## config.mk

```make
export PLATFORM = sky130hd
export DESIGN_NAME = rfsb_top
export DESIGN_NICKNAME = d
export VERILOG_FILES = /design/src/rfsb_pkg.sv /design/src/rfsb_sync.sv /design/src/rfsb_bit_fifo.sv /design/src/rfsb_top.sv
export SDC_FILE = /design/constraint.sdc
export NUM_CORES = 1
export LEC_CHECK = 0
export BUFFER_PORTS_ARGS = -buffer_cell sky130_fd_sc_hd__buf_2
export CORE_MARGIN = 2
export CORE_UTILIZATION = 34
export CTS_CLUSTER_SIZE = 28
export DETAILED_ROUTE_END_ITERATION = 10
export HOLD_SLACK_MARGIN = 0.08
export SETUP_SLACK_MARGIN = 0.02
export SLEW_MARGIN = 40
export SYNTH_ARGS = -nofsm -noshare
export SYNTH_HDL_FRONTEND = slang
export SYNTH_SLANG_ARGS = --single-unit
```

## constraint.sdc

```tcl
create_clock -name mclk -period 7.5 [get_ports mclk]
set_clock_uncertainty 0.05 [all_clocks]
set_input_delay 1.125 -clock mclk [delete_from_list [all_inputs] [get_ports mclk]]
set_output_delay 1.125 -clock mclk [all_outputs]
set_load 0.01 [all_outputs]
```

## src/rfsb_pkg.sv

```systemverilog
// shared constants and types for the radio status and buffer block
package rfsb_pkg;

    // ------------------------------------------------------------
    // serial command decode
    // ------------------------------------------------------------
    localparam logic [4:0] CMD_BITS       = 5'h10;
    localparam logic [4:0] CMD_LAST_IDX   = 5'h0f;
    localparam logic [7:0] CMD_TX_WRITE   = 8'hb8;
    localparam logic [7:0] CMD_FIFO_READ  = 8'hb0;
    localparam logic [4:0] STATUS_BITS    = 5'h13;
    localparam logic [4:0] STATUS_LEFT    = 5'h12;
    localparam int         STATUS_MSB     = 18;

    // ------------------------------------------------------------
    // transmit data registers
    // ------------------------------------------------------------
    localparam logic [7:0] TX_INIT_BYTE   = 8'haa;
    localparam logic [2:0] TX_LAST_BIT    = 3'h7;

    // ------------------------------------------------------------
    // receive fifo
    // ------------------------------------------------------------
    localparam int         FIFO_DEPTH     = 16;
    localparam int         FIFO_AW        = 4;
    localparam int         FIFO_CW        = 5;

    // ------------------------------------------------------------
    // pins: {sck, sdi, cmd_select_n, fifo_select_n, ext_irq_n}
    // ------------------------------------------------------------
    localparam int         PIN_COUNT      = 5;
    localparam logic [4:0] PIN_IDLE       = 5'h07;
    localparam int         PIN_SCK        = 4;
    localparam int         PIN_SDI        = 3;
    localparam int         PIN_SEL_N      = 2;
    localparam int         PIN_FFS_N      = 1;
    localparam int         PIN_EXT_N      = 0;

    // latched flags: {por, underrun, overflow, wake, ext}
    localparam logic [4:0] LATCH_RESET    = 5'h10;

    typedef enum logic [2:0] {
        S_IDLE = 3'b000,
        S_CMD  = 3'b001,
        S_STAT = 3'b011,
        S_FIFO = 3'b010,
        S_IGN  = 3'b110
    } rfsb_state_t;

    // status word, shifted out msb first
    typedef struct packed {
        logic       tx_ready_flag;
        logic       rx_level_flag;
        logic       por_flag;
        logic       tx_underrun_flag;
        logic       rx_overflow_flag;
        logic       wake_timer_flag;
        logic       ext_pin_flag;
        logic       low_supply_flag;
        logic       rx_empty_flag;
        logic       antenna_signal_flag;
        logic       rssi_flag;
        logic       quality_detect_flag;
        logic       recovery_lock_flag;
        logic       offset_cycle_toggle;
        logic       offset_sign;
        logic [3:0] offset_low;
    } rfsb_status_t;

    // live indications from the radio, same clock domain
    typedef struct packed {
        logic low_supply;
        logic antenna_signal;
        logic rssi_above;
        logic quality_detect;
        logic recovery_lock;
        logic valid_data_indication;
        logic sync_match;
    } rfsb_radio_t;

    // configuration bits held by the other command registers
    typedef struct packed {
        logic       tx_buffer_enable;
        logic       tx_start_enable;
        logic [3:0] fifo_level;
    } rfsb_cfg_t;

endpackage

```

## src/rfsb_sync.sv

```systemverilog
// two flip-flop synchroniser for pin inputs
`timescale 1ns/1ns
module rfsb_sync #(
    parameter int           W       = 1,
    parameter logic [W-1:0] RST_VAL = '0
) (
    input  wire logic         mclk,
    input  wire logic         rst,
    input  wire logic [W-1:0] din,
    output logic      [W-1:0] dout
);
    logic [W-1:0] meta_q;

    always_ff @(posedge mclk) begin
        if (rst) begin
            meta_q <= RST_VAL;
            dout   <= RST_VAL;
        end else begin
            meta_q <= din;
            dout   <= meta_q;
        end
    end
endmodule

```

## src/rfsb_bit_fifo.sv

```systemverilog
// one-bit wide receive fifo, sixteen entries
`timescale 1ns/1ns
module rfsb_bit_fifo
    import rfsb_pkg::*;
(
    input  wire logic                 mclk,
    input  wire logic                 rst,
    input  wire logic                 push,
    input  wire logic                 push_bit,
    input  wire logic                 pop,
    output logic                      head_bit,
    output logic [rfsb_pkg::FIFO_CW-1:0] count,
    output logic                      full,
    output logic                      empty
);
    logic                mem [FIFO_DEPTH];
    logic [FIFO_AW-1:0]  wr_q;
    logic [FIFO_AW-1:0]  rd_q;
    logic [FIFO_CW-1:0]  cnt_q;
    logic                do_push;
    logic                do_pop;

    // a push into a full fifo is dropped; the caller flags it
    assign do_push  = push & ~full;
    assign do_pop   = pop & ~empty;
    assign full     = (cnt_q == FIFO_CW'(FIFO_DEPTH));
    assign empty    = (cnt_q == '0);
    assign count    = cnt_q;
    assign head_bit = mem[rd_q] & ~empty;

    always_ff @(posedge mclk) begin
        if (do_push) begin
            mem[wr_q] <= push_bit;
        end
    end

    always_ff @(posedge mclk) begin
        if (rst) begin
            wr_q  <= '0;
            rd_q  <= '0;
            cnt_q <= '0;
        end else begin
            wr_q  <= wr_q + FIFO_AW'(do_push);
            rd_q  <= rd_q + FIFO_AW'(do_pop);
            cnt_q <= cnt_q + FIFO_CW'(do_push) - FIFO_CW'(do_pop);
        end
    end
endmodule

```

## src/rfsb_top.sv

```systemverilog
// serial status read, buffered transmit registers and receive fifo
`timescale 1ns/1ns
module rfsb_top
    import rfsb_pkg::*;
(
    input  wire logic                 mclk,
    input  wire logic                 rst,
    input  wire logic                 sck,
    input  wire logic                 sdi,
    input  wire logic                 cmd_select_n,
    input  wire logic                 fifo_select_n,
    input  wire logic                 ext_irq_n,
    input  wire rfsb_pkg::rfsb_radio_t radio,
    input  wire logic [6:0]           freq_offset_field,
    input  wire logic                 afc_cycle_done,
    input  wire logic                 wake_timer_ovf,
    input  wire logic                 rx_bit_valid,
    input  wire logic                 rx_bit,
    input  wire logic                 tx_bit_tick,
    input  wire rfsb_pkg::rfsb_cfg_t  cfg,
    output logic                      sdo,
    output logic                      fifo_irq_n,
    output logic                      tx_bit
);
    import rfsb_pkg::*;

    // ------------------------------------------------------------
    // pin synchronisation and edge detection
    // ------------------------------------------------------------
    logic [PIN_COUNT-1:0] pin_raw;
    logic [PIN_COUNT-1:0] pin_s;
    logic                 sck_s;
    logic                 sdi_s;
    logic                 sel;
    logic                 ffs_sel;
    logic                 ext_n_s;
    logic                 sck_prev_q;
    logic                 sel_prev_q;
    logic                 ext_prev_q;
    logic                 rise;
    logic                 sel_end;
    logic                 ext_fall;

    assign pin_raw = {sck, sdi, cmd_select_n, fifo_select_n, ext_irq_n};

    rfsb_sync #(
        .W       (PIN_COUNT),
        .RST_VAL (PIN_IDLE)
    ) u_sync (
        .mclk (mclk),
        .rst  (rst),
        .din  (pin_raw),
        .dout (pin_s)
    );

    assign sck_s    = pin_s[PIN_SCK];
    assign sdi_s    = pin_s[PIN_SDI];
    assign sel      = ~pin_s[PIN_SEL_N];
    assign ffs_sel  = ~pin_s[PIN_FFS_N];
    assign ext_n_s  = pin_s[PIN_EXT_N];
    assign rise     = sck_s & ~sck_prev_q;
    assign sel_end  = ~sel & sel_prev_q;
    assign ext_fall = ~ext_n_s & ext_prev_q;

    always_ff @(posedge mclk) begin
        if (rst) begin
            sck_prev_q <= 1'b0;
            sel_prev_q <= 1'b0;
            ext_prev_q <= 1'b1;
        end else begin
            sck_prev_q <= sck_s;
            sel_prev_q <= sel;
            ext_prev_q <= ext_n_s;
        end
    end

    // ------------------------------------------------------------
    // command framing
    // ------------------------------------------------------------
    rfsb_state_t   state_q;
    rfsb_state_t   state_d;
    logic [4:0]    bit_cnt_q;
    logic [15:0]   cmd_q;
    logic [15:0]   cmd_next;
    logic          in_cmd;
    logic          first_bit;
    logic          cmd_full;
    logic          status_start;
    logic          tx_write;
    logic          fifo_cmd;

    assign in_cmd       = sel & (state_q == S_CMD);
    assign cmd_next     = {cmd_q[14:0], sdi_s};
    assign first_bit    = rise & in_cmd & (bit_cnt_q == '0);
    assign cmd_full     = rise & in_cmd & (bit_cnt_q == CMD_LAST_IDX);
    assign status_start = first_bit & ~sdi_s;
    assign tx_write     = cmd_full & (cmd_next[15:8] == CMD_TX_WRITE)
                        & cfg.tx_buffer_enable;
    assign fifo_cmd     = cmd_full & (cmd_next[15:8] == CMD_FIFO_READ);

    always_comb begin
        state_d = state_q;
        if (!sel) begin
            state_d = S_IDLE;
        end else begin
            case (state_q)
                S_IDLE: state_d = S_CMD;
                S_CMD: begin
                    if (status_start) begin
                        state_d = S_STAT;
                    end else if (cmd_full) begin
                        state_d = fifo_cmd ? S_FIFO : S_IGN;
                    end
                end
                S_STAT: state_d = S_STAT;
                S_FIFO: state_d = S_FIFO;
                S_IGN:  state_d = S_IGN;
                default: state_d = S_IDLE;
            endcase
        end
    end

    always_ff @(posedge mclk) begin
        if (rst) begin
            state_q   <= S_IDLE;
            bit_cnt_q <= '0;
            cmd_q     <= '0;
        end else begin
            state_q <= state_d;
            if (state_q == S_IDLE) begin
                bit_cnt_q <= '0;
            end else if (rise & in_cmd) begin
                bit_cnt_q <= bit_cnt_q + 5'h01;
                cmd_q     <= cmd_next;
            end
        end
    end

    // ------------------------------------------------------------
    // receive fifo
    // ------------------------------------------------------------
    logic                fill_armed_q;
    logic                push;
    logic                pop;
    logic                serial_pop;
    logic                direct_pop;
    logic                head_bit;
    logic [FIFO_CW-1:0]  fifo_count;
    logic                fifo_full;
    logic                fifo_empty;
    logic [FIFO_CW-1:0]  level;
    logic                level_hit;
    logic                rx_level_q;
    logic [4:0]          stat_left_q;

    // noise never enters: filling waits for valid data plus sync
    always_ff @(posedge mclk) begin
        if (rst) begin
            fill_armed_q <= 1'b0;
        end else begin
            fill_armed_q <= (radio.valid_data_indication & radio.sync_match)
                          | (fill_armed_q & radio.valid_data_indication);
        end
    end

    assign push       = rx_bit_valid & fill_armed_q;
    assign serial_pop = rise & sel & ((state_q == S_FIFO)
                      | ((state_q == S_STAT) & (stat_left_q == '0)));
    assign direct_pop = rise & ~sel & ffs_sel;
    assign pop        = serial_pop | direct_pop;
    assign level      = {1'b0, cfg.fifo_level};
    assign level_hit  = fifo_count >= level;

    rfsb_bit_fifo u_fifo (
        .mclk     (mclk),
        .rst      (rst),
        .push     (push),
        .push_bit (rx_bit),
        .pop      (pop),
        .head_bit (head_bit),
        .count    (fifo_count),
        .full     (fifo_full),
        .empty    (fifo_empty)
    );

    // a pop clears; the next cycle re-sets from the new count, else a
    // poller at threshold one would take one bit too many
    always_ff @(posedge mclk) begin
        if (rst) begin
            rx_level_q <= 1'b0;
            fifo_irq_n <= 1'b1;
        end else begin
            rx_level_q <= ~pop & (level_hit | rx_level_q);
            fifo_irq_n <= ~(fifo_count > level);
        end
    end

    // ------------------------------------------------------------
    // transmit data registers
    // ------------------------------------------------------------
    logic [7:0] tx_shift_q;
    logic [7:0] tx_hold_q;
    logic       hold_full_q;
    logic [2:0] tx_idx_q;
    logic       start_prev_q;
    logic       start_rise;
    logic       start_fall;
    logic       sending;
    logic       reload;
    logic       tx_ready;
    logic       underrun_set;

    assign start_rise   = cfg.tx_start_enable & ~start_prev_q;
    assign start_fall   = ~cfg.tx_start_enable & start_prev_q;
    assign sending      = cfg.tx_start_enable & start_prev_q;
    assign reload       = sending & tx_bit_tick & (tx_idx_q == TX_LAST_BIT);
    assign tx_ready     = cfg.tx_buffer_enable
                        & (~cfg.tx_start_enable | ~hold_full_q);
    // an empty hold at reload, or a write over a full hold while sending
    assign underrun_set = (reload & ~hold_full_q & ~tx_write)
                        | (tx_write & sending & hold_full_q & ~reload);

    always_ff @(posedge mclk) begin
        if (rst) begin
            tx_shift_q   <= TX_INIT_BYTE;
            tx_hold_q    <= TX_INIT_BYTE;
            hold_full_q  <= 1'b1;
            tx_idx_q     <= '0;
            tx_bit       <= 1'b0;
            start_prev_q <= 1'b0;
        end else begin
            start_prev_q <= cfg.tx_start_enable;
            if (start_fall) begin
                tx_shift_q  <= TX_INIT_BYTE;
                tx_hold_q   <= TX_INIT_BYTE;
                hold_full_q <= 1'b1;
                tx_idx_q    <= '0;
                tx_bit      <= 1'b0;
            end else if (!sending) begin
                // before sending, a write pushes both registers along
                if (tx_write) begin
                    tx_shift_q <= tx_hold_q;
                    tx_hold_q  <= cmd_next[7:0];
                end
                if (start_rise) begin
                    hold_full_q <= 1'b1;
                end
                tx_idx_q <= '0;
            end else begin
                if (tx_bit_tick) begin
                    tx_bit   <= tx_shift_q[7];
                    tx_idx_q <= tx_idx_q + 3'h1;
                end
                if (reload) begin
                    tx_shift_q <= tx_hold_q;
                end else if (tx_bit_tick) begin
                    tx_shift_q <= {tx_shift_q[6:0], 1'b0};
                end
                if (tx_write) begin
                    tx_hold_q   <= cmd_next[7:0];
                    hold_full_q <= 1'b1;
                end else if (reload) begin
                    hold_full_q <= 1'b0;
                end
            end
        end
    end

    // ------------------------------------------------------------
    // status word and latched flags
    // ------------------------------------------------------------
    logic [4:0]   latch_q;
    logic [4:0]   latch_set;
    logic         stat_read_q;
    logic         clear_latched;
    logic         toggle_q;
    rfsb_status_t status_now;
    logic [STATUS_MSB:0] stat_sh_q;

    assign clear_latched = sel_end & stat_read_q;
    assign latch_set     = {1'b0, underrun_set, push & fifo_full,
                            wake_timer_ovf, ext_fall};

    // set wins over the clear at the end of a status read
    always_ff @(posedge mclk) begin
        if (rst) begin
            latch_q     <= LATCH_RESET;
            stat_read_q <= 1'b0;
            toggle_q    <= 1'b0;
        end else begin
            latch_q  <= latch_set | (latch_q & ~{5{clear_latched}});
            toggle_q <= toggle_q ^ afc_cycle_done;
            if (status_start) begin
                stat_read_q <= 1'b1;
            end else if (sel_end) begin
                stat_read_q <= 1'b0;
            end
        end
    end

    always_comb begin
        status_now.tx_ready_flag       = tx_ready;
        status_now.rx_level_flag       = rx_level_q;
        status_now.por_flag            = latch_q[4];
        status_now.tx_underrun_flag    = latch_q[3];
        status_now.rx_overflow_flag    = latch_q[2];
        status_now.wake_timer_flag     = latch_q[1];
        status_now.ext_pin_flag        = latch_q[0];
        status_now.low_supply_flag     = radio.low_supply;
        status_now.rx_empty_flag       = fifo_empty;
        status_now.antenna_signal_flag = radio.antenna_signal;
        status_now.rssi_flag           = radio.rssi_above;
        status_now.quality_detect_flag = radio.quality_detect;
        status_now.recovery_lock_flag  = radio.recovery_lock;
        status_now.offset_cycle_toggle = toggle_q;
        status_now.offset_sign         = freq_offset_field[6];
        status_now.offset_low          = freq_offset_field[3:0];
    end

    // ------------------------------------------------------------
    // serial data output
    // ------------------------------------------------------------
    logic idle_sdo;

    // fifo select wins over the ready indication while deselected
    assign idle_sdo = ffs_sel ? head_bit : tx_ready;

    always_ff @(posedge mclk) begin
        if (rst) begin
            sdo         <= 1'b0;
            stat_sh_q   <= '0;
            stat_left_q <= '0;
        end else if (!sel) begin
            sdo <= idle_sdo;
        end else if (status_start) begin
            sdo         <= status_now[STATUS_MSB];
            stat_sh_q   <= {status_now[STATUS_MSB-1:0], 1'b0};
            stat_left_q <= STATUS_LEFT;
        end else if (rise & (state_q == S_STAT) & (stat_left_q != '0)) begin
            sdo         <= stat_sh_q[STATUS_MSB];
            stat_sh_q   <= {stat_sh_q[STATUS_MSB-1:0], 1'b0};
            stat_left_q <= stat_left_q - 5'h01;
        end else if (serial_pop) begin
            sdo <= head_bit;
        end else if (state_q == S_CMD) begin
            sdo <= 1'b0;
        end
    end
endmodule

```

After elaboration in Yosys (flattened, before gate mapping)
Memory sizes are Yosys's and may differ from the RTL's. A register that Yosys moved wholly into a read port is not among the register bits.
Index checks and enable logic that the tools add are counted.
Widths: inputs -> output; s select.
{ "totals": {"ram_bits": 16, "out_inout_bits": 3, "word_cells": 158, "input_bits": 32, "n_memories": 1, "register_bits": 106} }
{ "memory_table": {"columns": ["memory", "depth", "word_bits", "read_ports", "rd_ports_with_merged_regs", "wr", "line", "rtl"], "rows": [
  ["u_fifo.mem", 16, 1, 1, 1, 1, "rfsb_bit_fifo.sv:16", "logic mem [FIFO_DEPTH];"]
]} }
{ "op_classes": {"n_bitwise": 64, "eq_ne": 12, "reduce_logical": 19, "addsub": 7, "order_cmp": 2, "mux": 27} }
{ "ops": {"columns": ["operator", "n"], "rows": [
  ["$and 1x1->1", 38],
  ["$mux 19", 2],
  ["$mux 8", 4],
  ["$eq 8x8->1 const B", 2],
  ["$not 1->1", 16],
  ["$logic_not 5->1", 3],
  ["$pmux 3 s5", 1],
  ["$mux 1", 14],
  ["$mux 5", 2],
  ["$reduce_and 2->1", 5],
  ["$reduce_bool 5->1", 2],
  ["$mux 3", 3],
  ["$add 4x1->4", 2],
  ["$reduce_bool 2->1", 4],
  ["$eq 3x2->1 const B", 2],
  ["$eq 3x3->1 const B", 2],
  ["$ne 3x2->1 const B", 2],
  ["$or 1x1->1", 6],
  ["$reduce_or 2->1", 3],
  ["$add 5x1->5", 1],
  ["$add 5x1->5 const B", 1],
  ["$and 5x5->5", 1],
  ["$eq 5x4->1 const B", 1],
  ["$eq 5x5->1 const B", 1],
  ["other kinds (13)", 13]
]} }

Depth between registers and ports, before layout
Gate-level depths: netlist of the first run.
{ "logic_depth": {"depth_word": 11, "ltp_mapped": 15, "mapped_depth_nobuf": 15} }

By module
A second synthesis of the first run with hierarchy kept.
{ "hier_totals": {"cells_unflattened": 548, "area_unflattened_um2": 5412.7} }
{ "modules_own_cells": {"columns": ["mod", "instances", "area_per_inst_um2", "cells_per_inst", "seq_area_each_um2"], "rows": [
  ["rfsb_top", 1, 3726.1, 405, 1641.6],
  ["rfsb_bit_fifo", 1, 1423.9, 123, 740.7],
  ["rfsb_sync", 1, 262.8, 20, 200.2]
]} }

Least setup slack after synthesis of the first run
Ideal clock, no wire load.
{ "synth_path": {"path_kind": "register -> register", "from": "register stat_left_q[0]", "to": "register u_fifo.cnt_q[4] (netlist: u_fifo.count[4])", "stages_incl_launch_ff": 16, "required_time_ns": 7.318, "setup_time_ns": 0.132, "arrival_time_ns": 2.696, "synth_period_minus_slack_ns": 2.879, "n_path_buf": 0, "setup_slack_ns": 4.621, "cell_sequence": "dfxtp_1 inv_1 ha_1 nor4b_1 o211ai_1 a211oi_1 ha_1 inv_1 ha_1 inv_1 fa_1 inv_1 a21oi_1 nor2_1 or3_1 a21oi_1"} }
{ "synth_via": {"elab_chain_len": 7} }
{ "synth_lines": {"columns": ["item", "line", "rtl"], "rows": [
  ["from (decl)", "rfsb_top.sv:154", "logic [4:0] stat_left_q;"],
  ["from (signal assigned)", "rfsb_top.sv:342", "stat_left_q <= stat_left_q - 5'h01;"],
  ["$logic_not 5->1", "rfsb_top.sv:168", "| ((state_q == S_STAT) & (stat_left_q == '0)));"],
  ["$and 1x1->1", "rfsb_top.sv:168", null],
  ["$or 1x1->1", "rfsb_top.sv:168", null],
  ["$and 1x1->1", "rfsb_top.sv:167", "assign serial_pop = rise & sel & ((state_q == S_FIFO)"],
  ["$or 1x1->1", "rfsb_top.sv:170", "assign pop = serial_pop | direct_pop;"],
  ["$and 1x1->1", "rfsb_bit_fifo.sv:25", "assign do_pop = pop & ~empty;"],
  ["$sub 5x1->5", "rfsb_bit_fifo.sv:45", "cnt_q <= cnt_q + FIFO_CW'(do_push) - FIFO_CW'(do_pop);"],
  ["to (signal assigned)", "rfsb_bit_fifo.sv:45", null],
  ["to (decl)", "rfsb_bit_fifo.sv:19", "logic [FIFO_CW-1:0] cnt_q;"]
]} }
Every way passes these cells.
A chain may end at the register's enable or synchronous reset.

Worst setup path after layout of the first run
Ends and elaborated chain as after synthesis.

==> out/qor.txt, run 1 <==
Required time worst endpoint: 7720 ps
Die Width: 129.0 µm
Min-delay worst type: reg2reg
Total number of vias: 3867
Clock network fraction of design power: 0.527
Initial Utilization: 0.3480
Crit. Startpoint: stat_left_q[0]
Layout cell share with drive strength beyond 1: 0.1316
Inserted Clock Buffers: 17
Fin. max-slew vios: 0
Cell taking the most area after synthesis: dfxtp_1
Largest net degree at the start of global routing: 86
Net Sw Frac: 0.2050
Full die area: 0.01663 mm²
Crit-path max FO: 3
Syn Inst Count: 549
CTS max path bufs: 2
Vias in the first global route: 3862
WL per Instance: 12.77 µm
Antenna Nets Post-Route: 0
Worst path slowest cell: a211oi_1
Root buffer cell: clkbuf_16
Worst Slack Setup Final: 4093 ps
Sequential Power Share: 0.422
Ys async rst share: 0
Worst path depth: 15
I/O Buffers: 32
Reg2Reg Launch Point: stat_left_q[0]
Area share of the largest cell type after synthesis: 0.3959
Yosys warning count: 0
# H-tree levels: 4
PostCTS Resize Cnt: 0
Dpl ws: 4070 ps
CP peak stage delay: 510 ps
CP top delay family: adder cells
Synth-to-Final Area Change: 16.82%
Crit path capture type: flop
Status: finished, final reports clean
Core ar.: 0.01526 mm²
CP arrival: 3630 ps
Cell with the most instances on the worst path: inv_1
Drt pass-1 iters: 4
Clock Latency Late Sink: 420 ps
DP Wirelength: 6848 µm
Crit path cell chain: inv_1, ha_1, nor4b_1, o211ai_1, a211oi_1, ha_1, inv_1, ha_1, inv_1, fa_1, inv_1, a21oi_1, nor2_1, or3_1, a21oi_1
Total of max-cap violations: 0
Antenna violations before repair: 0
Power Internal: 1.288 mW
Final setup violation count: 0
Fmax: 293.5 MHz
Rows: 45
Worst reg2reg path depth: 15
Reg2reg end: u_fifo.count[4]
Initial detailed-routing violation count: 199
Vias/cell: 4.858
Top FF cell, synth: dfxtp_1
Hold_sp: u_sync.meta_q[2]
GRT overflow: 0
Antenna diodes: 0
GRT Total Usage: 0.1330
Final min period: 3407 ps
Crit start category: flop
Yosys cell types: 54
Max transition margin: 0.5164
Power Dens Cells: 261.1 mW/mm²
Leak Pwr: 2.200 nW
Cts hold-fix bufs: 0
Placer Congestion: 0.7668
CTS sink cnt: 121
Setup_tns: 0 ps
Final hold vios: 0
Fin crit share: 0.4543
Postcts setup bufs: 0
Crit path kind: reg2reg
Post-Synthesis Cell Area: 0.005310 mm²
RSZ-0062 raised after global routing: false
First-pass GRT wire length: 17510 µm
CP Buf/Inv Count: 4
Measured slew at the worst slew-check pin: 725.3 ps
Register clock-pin slew on the reported worst setup and hold paths: 50 ps
P_sw: 0.3320 mW
CTS tree: built
Worst R2R Setup Slack: 4090 ps
NumNets Final: 625
Die height: 129.0 µm
Num ports: 35
FF+latch count, synth: 121
Syn_area_per_cell: 9.672 µm²
Comb power frac: 0.051
Drc violations: 0
VDD IR max: 0.1570 mV
Worst Hold End: u_sync.dout[2]
Post-synth net total: 602
Top cells by area, synth: dfxtp_1, edfxtp_1, mux2i_1, ha_1, nor2_1
Seq/Total Area, Yosys: 0.4863
EDFF count, synth: 16
Hold Crit Depth: 1
Post-Route WL: 10170 µm
==> cell usage in the layout (no fill, tap or decap), drive strengths merged, types with 4 or more instances in the layout <==
master and n:
nand4 5, a21oi 33, a31oi 6, bufinv 4, a211oi 24, o21ai 5, nand2 56, nor2 65
xor2 7, nor2b 12, dfxtp 105, a21o 5, buf 35, or3 4, nand2b 7, nand3 10
nor3 19, edfxtp 16, mux2i 41, or2 8, ha 20, clkbuf 24, xnor2 9, inv 23
==> layer usage <==
metal	share of wire	track usage	vias to the layer above
met3	0.041	0.03909	23
met2	0.47	0.2163	77
met4	0.026	0.07097	0
met1	0.46	0.1591	1809
li1	-	-	1958
met5	0	0	-
==> worst max path at each step <==
stage                            endpoint  slack (ps)
after floorplan           u_fifo.count[4]        4620
after global placement    u_fifo.count[4]        4180
after detailed placement  u_fifo.count[4]        4070
after CTS                 u_fifo.count[4]        4040
after global routing      u_fifo.count[4]        3720
final                     u_fifo.count[4]        4090
==> worst register-to-register path: cells and delay by family (launching register included) <==
kind	cells	cell delay, ps
adder cells (fa/ha/maj)	4	1050
AO/OA/AOI/OAI	4	860
AND/OR/NAND/NOR	3	710
flip-flops	1	330
buffers and inverters	4	260
==> power groups by stage <==
stage / Sequential, mW / Clock, mW / Combinational [mW]
after floorplan: 0.692 / 0 / 0.0581
after global placement: 0.695 / 0 / 0.0796
after detailed placement: 0.697 / 0 / 0.0833
after CTS: 0.683 / 0.869 / 0.0837
after global routing: 0.685 / 0.900 / 0.0942
final: 0.683 / 0.853 / 0.0827
==> logic make-up (layout without fill, tap and decap cells) <==
logic type,count (synthesis),count (layout),share of synthesized area
fa+ha+maj,21,21,0.05090
buf+inv,54,90,0.05255
flops,121,121,0.4863
compound gates,87,87,0.1103
mux,43,43,0.08647
xor+xnor,16,16,0.02639
simple gates,207,207,0.1871
==> state kept, by name (all words and copies together) (netlist names), 3 cells and up <==
| register | cells |
|---|---|
| bit_cnt_q | 5 |
| cmd_q | 15 |
| latch_q | 5 |
| stat_left_q | 5 |
| stat_sh_q | 18 |
| state_q | 3 |
| tx_hold_q | 8 |
| tx_idx_q | 3 |
| tx_shift_q | 8 |
| u_fifo.count | 5 |
| u_fifo.mem | 16 |
| u_fifo.rd_q | 4 |
| u_fifo.wr_q | 4 |
| u_sync.dout | 5 |
| u_sync.meta_q | 5 |
==> cell type report <==
type / instances / area [µm²]
clock buffers: 24 / 481.7
clock inverters: 8 / 142.6
fillers: 1489 / 9055
inverters: 23 / 86.33
multi-input cells: 374 / 2460
flip-flops and latches: 121 / 2582
well taps: 211 / 264.0
repair buffers: 35 / 186.4
==> stage by stage <==
stage          instance area (µm²)  instances  hold slack [ps]  power (mW)    util
5_1_grt                       6203        796            384.9       1.679  0.4066
3_5_place_dp                  5572        764            351.4      0.7802  0.3652
2_1_floorplan                 5310        549            339.5      0.7498       -
6_report                      6203        796            361.4       1.620  0.4066
3_3_place_gp                  5564        764            357.0      0.7749  0.3647
4_1_cts                       6196        796            364.2       1.636  0.4061
==> cells in the mapped netlist (12+ instances only) <==
library cell	count
dfxtp_1	105
nor2b_1	12
mux2i_1	41
ha_1	20
a211oi_1	24
nor2_1	65
nand2_1	56
inv_1	23
clkbuf_1	14
edfxtp_1	16
nor3_1	19
a21oi_1	33
Power figures use the tool's default switching activity.
==> run 2, diff against run 1 <==
==> constraint.sdc (replaced) <==
create_clock -name mclk -period 2.97 [get_ports mclk]
set_clock_uncertainty 0.05 [all_clocks]
set_input_delay 0.4455 -clock mclk [delete_from_list [all_inputs] [get_ports mclk]]
set_output_delay 0.4455 -clock mclk [all_outputs]
set_load 0.01 [all_outputs]
==> run 2 against run 1 <==
Utilization increased by 0.74 points. Cell area increased by 1.8%. Combinational power grew to 2.8 times the previous value. Cell count increased by 1.4%.
==> out/qor.txt, run 2 (synthesis results as in run 1) <==
Worst R2R Setup Slack: 180 ps
Leak Pwr: 2.261 nW
Crit path kind: reg2reg
Total number of vias: 3847
Clock Latency Late Sink: 410 ps
Crit. Startpoint: stat_left_q[0]
Placer Congestion: 0.7430
Crit start category: flop
Commonest cells after routing, fill and taps aside: dfxtp_1, nor2_1, nand2_1
Post-Route WL: 10500 µm
GRT met3 Usage: 0.03326
Drt pass-1 iters: 4
Layout cell share with drive strength beyond 1: 0.1695
Initial detailed-routing violation count: 277
Register clock-pin slew on the reported worst setup and hold paths: 50 ps
CTS sink cnt: 121
Worst Hold End: u_sync.meta_q[1]
Fin crit share: 0.9379
Fillers: 1448
Full die area: 0.01663 mm²
Largest regs: stat_sh_q: 18 flops, u_fifo.mem: 16 flops, cmd_q: 15 flops
Die height: 129.0 µm
Initial Utilization: 0.3480
Largest net degree at the start of global routing: 85
Fmax: 359.0 MHz
RSZ-0062 raised after global routing: false
Grt met2 use: 0.2067
Worst reg2reg path depth: 16
NumNets Final: 636
Required time worst endpoint: 3260 ps
Num ports: 35
Hold_sp: fifo_select_n
Crit-path max FO: 3
Antenna diodes: 0
Reg2Reg Launch Point: stat_left_q[0]
CTS max path bufs: 2
Reg2reg end: u_fifo.count[4]
# H-tree levels: 4
CP arrival: 3070 ps
First-pass GRT wire length: 17650 µm
Setup_tns: 0 ps
Max transition margin: 0.4324
Vias in the first global route: 3755
Drc violations: 0
Min-delay worst type: in2reg
Inserted Clock Buffers: 17
Status: finished, final reports clean
Hold Crit Depth: 2
Hold_ws: 168.2 ps
Antenna Nets Post-Route: 0
GRT overflow: 0
Placed Cells: 772
Max reg flops: 18
Pwr Total: 3.940 mW
Final min period: 2786 ps
Antenna violations before repair: 0
WL per Instance: 13.01 µm
Core ar.: 0.01526 mm²
Crit path capture type: flop
Most flops, register: stat_sh_q
Met1 GRT Util: 0.1749
Leading cell type in the layout, fill and taps excluded: dfxtp_1
Total of max-cap violations: 0
Root buffer cell: clkbuf_16
Non-filler cells, final: 807
Die Width: 129.0 µm
Measured slew at the worst slew-check pin: 851.4 ps
Fin. max-slew vios: 0
Vias/cell: 4.767
Layer with the highest usage: met2
Synth-to-Final Area Change: 18.94%
DP Wirelength: 7032 µm
VDD IR max: 0.3791 mV
GRT Total Usage: 0.1327
Power Dens Cells: 623.8 mW/mm²
Final hold vios: 0
Rows: 45
Final setup violation count: 0
CTS tree: built
I/O Buffers: 32
## run 2: changes by cell type in the layout (fill, tap and decap cells not counted), moves of 3 or more
cell and delta:
ha_1 -3, inv_1 -4, buf_4 +11, inv_2 +4, bufinv_16 -4, clkbuf_1 -4
## run 2: where the power goes
part | switching, mW | internal, mW
sequential | 0.0303 | 1.69
combinational | 0.125 | 0.104
clock | 0.710 | 1.28
total | 0.866 | 3.07
## run 2: how the worst max path moves through the flow
stage,slack [ps],depth (start not counted),endpoint
floorplan,90,15,u_fifo.count[4]
global placement,40,16,u_fifo.count[4]
detailed placement,-20,16,u_fifo.count[4]
CTS,20,16,u_fifo.count[4]
global route,10,16,u_fifo.count[4]
finish,180,16,u_fifo.count[4]
## run 2: metal layers
| metal | wire length [µm] | vias up |
|---|---|---|
| li1 | - | 1990 |
| met1 | 5241 | 1795 |
| met2 | 4877 | 56 |
| met3 | 261 | 6 |
| met4 | 117 | 0 |
| met5 | 0 | - |
## run 2: area by class of cell
| cell class | instances | area [µm²] | area share |
|---|---|---|---|
| inverter | 23 | 86.33 | 0.01367 |
| sequential | 121 | 2584 | 0.4091 |
| clock buffer | 24 | 544.3 | 0.08617 |
| tap | 211 | 264.0 | 0.04180 |
| clock inverter | 8 | 55.05 | 0.008716 |
| multi-input combinational | 374 | 2505 | 0.3966 |
| timing repair buffer | 46 | 277.8 | 0.04398 |
## run 2: metrics by stage
stage	worst slack, ps	area [µm²]	utilization
after floorplan	91.37	5310	-
after global placement	37.33	5637	0.3694
after detailed placement	-18.06	5637	0.3694
after CTS	20.37	6242	0.4091
after global routing	9.846	6316	0.4139
final	184.5	6316	0.4139
## run 2: repair_timing
action / 4_1_cts / 5_1_grt
gates resized for setup: 1 / 14
hold buffers: 0 / 0
setup buffers: 0 / 3
pin swaps: 0 / 6
setup endpoints to repair: 2 / 3
## run 2: worst max-delay path: stages (launching register included)
cell	delay [ps]
dfxtp_1	340
inv_2	60
ha_4	150
nor4b_4	130
o211ai_1	280
a211oi_2	120
buf_4	170
ha_4	250
inv_1	40
ha_2	180
inv_2	60
fa_2	210
inv_2	30
a21oi_1	110
nor2_1	70
or3_1	360
a21oi_1	130
==> run 3, diff against run 2 <==
--- a/config.mk
+++ b/config.mk
@@ -8,9 +8,11 @@
 export BUFFER_PORTS_ARGS = -buffer_cell sky130_fd_sc_hd__buf_2
 export CORE_MARGIN = 2
 export CORE_UTILIZATION = 34
+export CTS_BUF_LIST = sky130_fd_sc_hd__clkbuf_16
 export CTS_CLUSTER_SIZE = 28
 export DETAILED_ROUTE_END_ITERATION = 10
 export HOLD_SLACK_MARGIN = 0.08
+export REMOVE_ABC_BUFFERS = 1
 export SETUP_SLACK_MARGIN = 0.02
 export SLEW_MARGIN = 40
 export SYNTH_ARGS = -nofsm -noshare
==> run 3 against run 2 <==
Worst hold slack hardly changed. Sequential power about the same. Power fell by 0.22%. Global-route usage is 0.34 points higher. Largest cell class unchanged. Critical path type unchanged. Via count grew 1.3%. Worst setup slack worse by 17 ps.
==> out/qor.txt, run 3 (synthesis results as in run 1) <==
# H-tree levels: 4
Drt pass-1 iters: 5
Min-delay worst type: in2reg
Core Util, Final: 0.4133
Antenna violations before repair: 0
Required time worst endpoint: 3210 ps
Register clock-pin slew on the reported worst setup and hold paths: 50 ps
CTS max path bufs: 2
Crit path cell chain: inv_2, ha_4, nor4b_4, o211ai_1, a211oi_1, buf_4, ha_4, inv_2, ha_2, inv_2, fa_2, inv_1, a21oi_1, nor2_1, or3_1, a21oi_2
Antenna diodes: 0
Most flops, register: stat_sh_q
Initial Utilization: 0.3480
Inserted Clock Buffers: 17
Leading cell type in the layout, fill and taps excluded: dfxtp_1
GRT overflow: 0
Die height: 129.0 µm
NumNets Final: 638
Crit-path max FO: 3
Pwr Total: 3.931 mW
Leak Pwr: 2.276 nW
WL per Instance: 12.97 µm
Worst R2R Setup Slack: 170 ps
Reg2Reg Launch Point: stat_left_q[1]
Num ports: 35
DP Wirelength: 6977 µm
Synth-to-Final Area Change: 18.76%
Antenna Nets Post-Route: 0
CP arrival: 3040 ps
Final hold vios: 0
Layout cell share with drive strength beyond 1: 0.1672
Largest net degree at the start of global routing: 78
Worst Hold End: u_sync.meta_q[2]
CP top delay family: adder cells
Commonest cells after routing, fill and taps aside: dfxtp_1, nor2_1, nand2_1
Vias/cell: 4.818
GRT Total Usage: 0.1361
Final min period: 2802 ps
First-pass GRT wire length: 17830 µm
Status: finished, final reports clean
Post-Route WL: 10490 µm
Reg2reg end: u_fifo.count[4]
CP peak stage delay: 350 ps
Worst path slowest cell: fa_2
Crit path capture type: flop
Core ar.: 0.01526 mm²
I/O Buffers: 32
Clock Latency Late Sink: 410 ps
Total of max-cap violations: 0
Placer Congestion: 0.7868
Measured slew at the worst slew-check pin: 661.0 ps
CP Buf/Inv Count: 5
Hold Crit Depth: 2
Total number of vias: 3898
Drc violations: 0
Vias in the first global route: 3756
Final setup violation count: 0
CTS sink cnt: 121
Fin. max-slew vios: 0
Non-filler cells, final: 809
Fin crit share: 0.9435
Fillers: 1484
Crit start category: flop
Fmax: 356.9 MHz
Crit path kind: reg2reg
Die Width: 129.0 µm
Hold_sp: cmd_select_n
Rows: 45
Largest regs: stat_sh_q: 18 flops, u_fifo.mem: 16 flops, cmd_q: 15 flops
Full die area: 0.01663 mm²
Worst reg2reg path depth: 16
Power Dens Cells: 623.4 mW/mm²
Placed Cells: 774
Cell with the most instances on the worst path: inv_2
CTS tree: built
Max reg flops: 18
Root buffer cell: clkbuf_16
Initial detailed-routing violation count: 212
Max transition margin: 0.5594
VDD IR max: 0.4154 mV
run 3: metrics by stage:
stage               hold WS, ps  setup slack, ps  area [µm²]  TNS [ps]
floorplan                 339.5            34.44        5117         0
global placement          344.1            2.605        5652         0
detailed placement        347.5           -94.94        5652    -99.48
CTS                       146.0            30.51        6228         0
global route              158.3           -23.08        6306    -23.08
finish                    167.8            167.9        6306         0
run 3: final cells by class:
cell class / count / area [µm²] / share of cell area
tap: 211 / 264.0 / 0.04187
sequential: 121 / 2585 / 0.4099
clock inverter: 15 / 145.1 / 0.02302
clock buffer: 17 / 425.4 / 0.06746
timing repair buffer: 48 / 292.8 / 0.04643
inverter: 23 / 86.33 / 0.01369
multi-input combinational: 374 / 2507 / 0.3976
run 3: worst max path at each step:
stage | slack, ps | end | from | cells after the start
6_report | 170 | u_fifo.count[4] | stat_left_q[1] | 16
4_1_cts | 30 | u_fifo.count[4] | stat_left_q[0] | 16
3_3_place_gp | 3 | u_fifo.count[4] | stat_left_q[0] | 16
3_5_place_dp | -90 | u_fifo.count[4] | stat_left_q[0] | 16
5_1_grt | -20 | u_fifo.count[4] | stat_left_q[1] | 16
2_1_floorplan | 30 | stat_left_q[2] | u_sync.dout[2] | 5
run 3: power by group:
part           leakage, nW  internal, mW  total, mW  switching (mW)
Sequential           0.996          1.69       1.72          0.0272
Clock                0.299          1.29       1.98           0.691
Combinational        0.982         0.107      0.231           0.124
Total                 2.28          3.09       3.93           0.842
run 3: what timing repair did:
item | in CTS | in global routing
hold buffers | 0 | 0
setup buffers | 0 | 3
gates resized for setup | 1 | 15
pin swaps | 0 | 7
endpoints found under the setup margin | 2 | 2
endpoints found under the hold margin | 0 | 0
run 3: layer usage:
metal | global-route usage | part of all wire | up-vias
met5 | 0 | 0 | -
met4 | 0.05818 | 0.016 | 0
met3 | 0.04241 | 0.050 | 14
met2 | 0.2166 | 0.47 | 88
met1 | 0.1711 | 0.47 | 1804
li1 | - | - | 1992
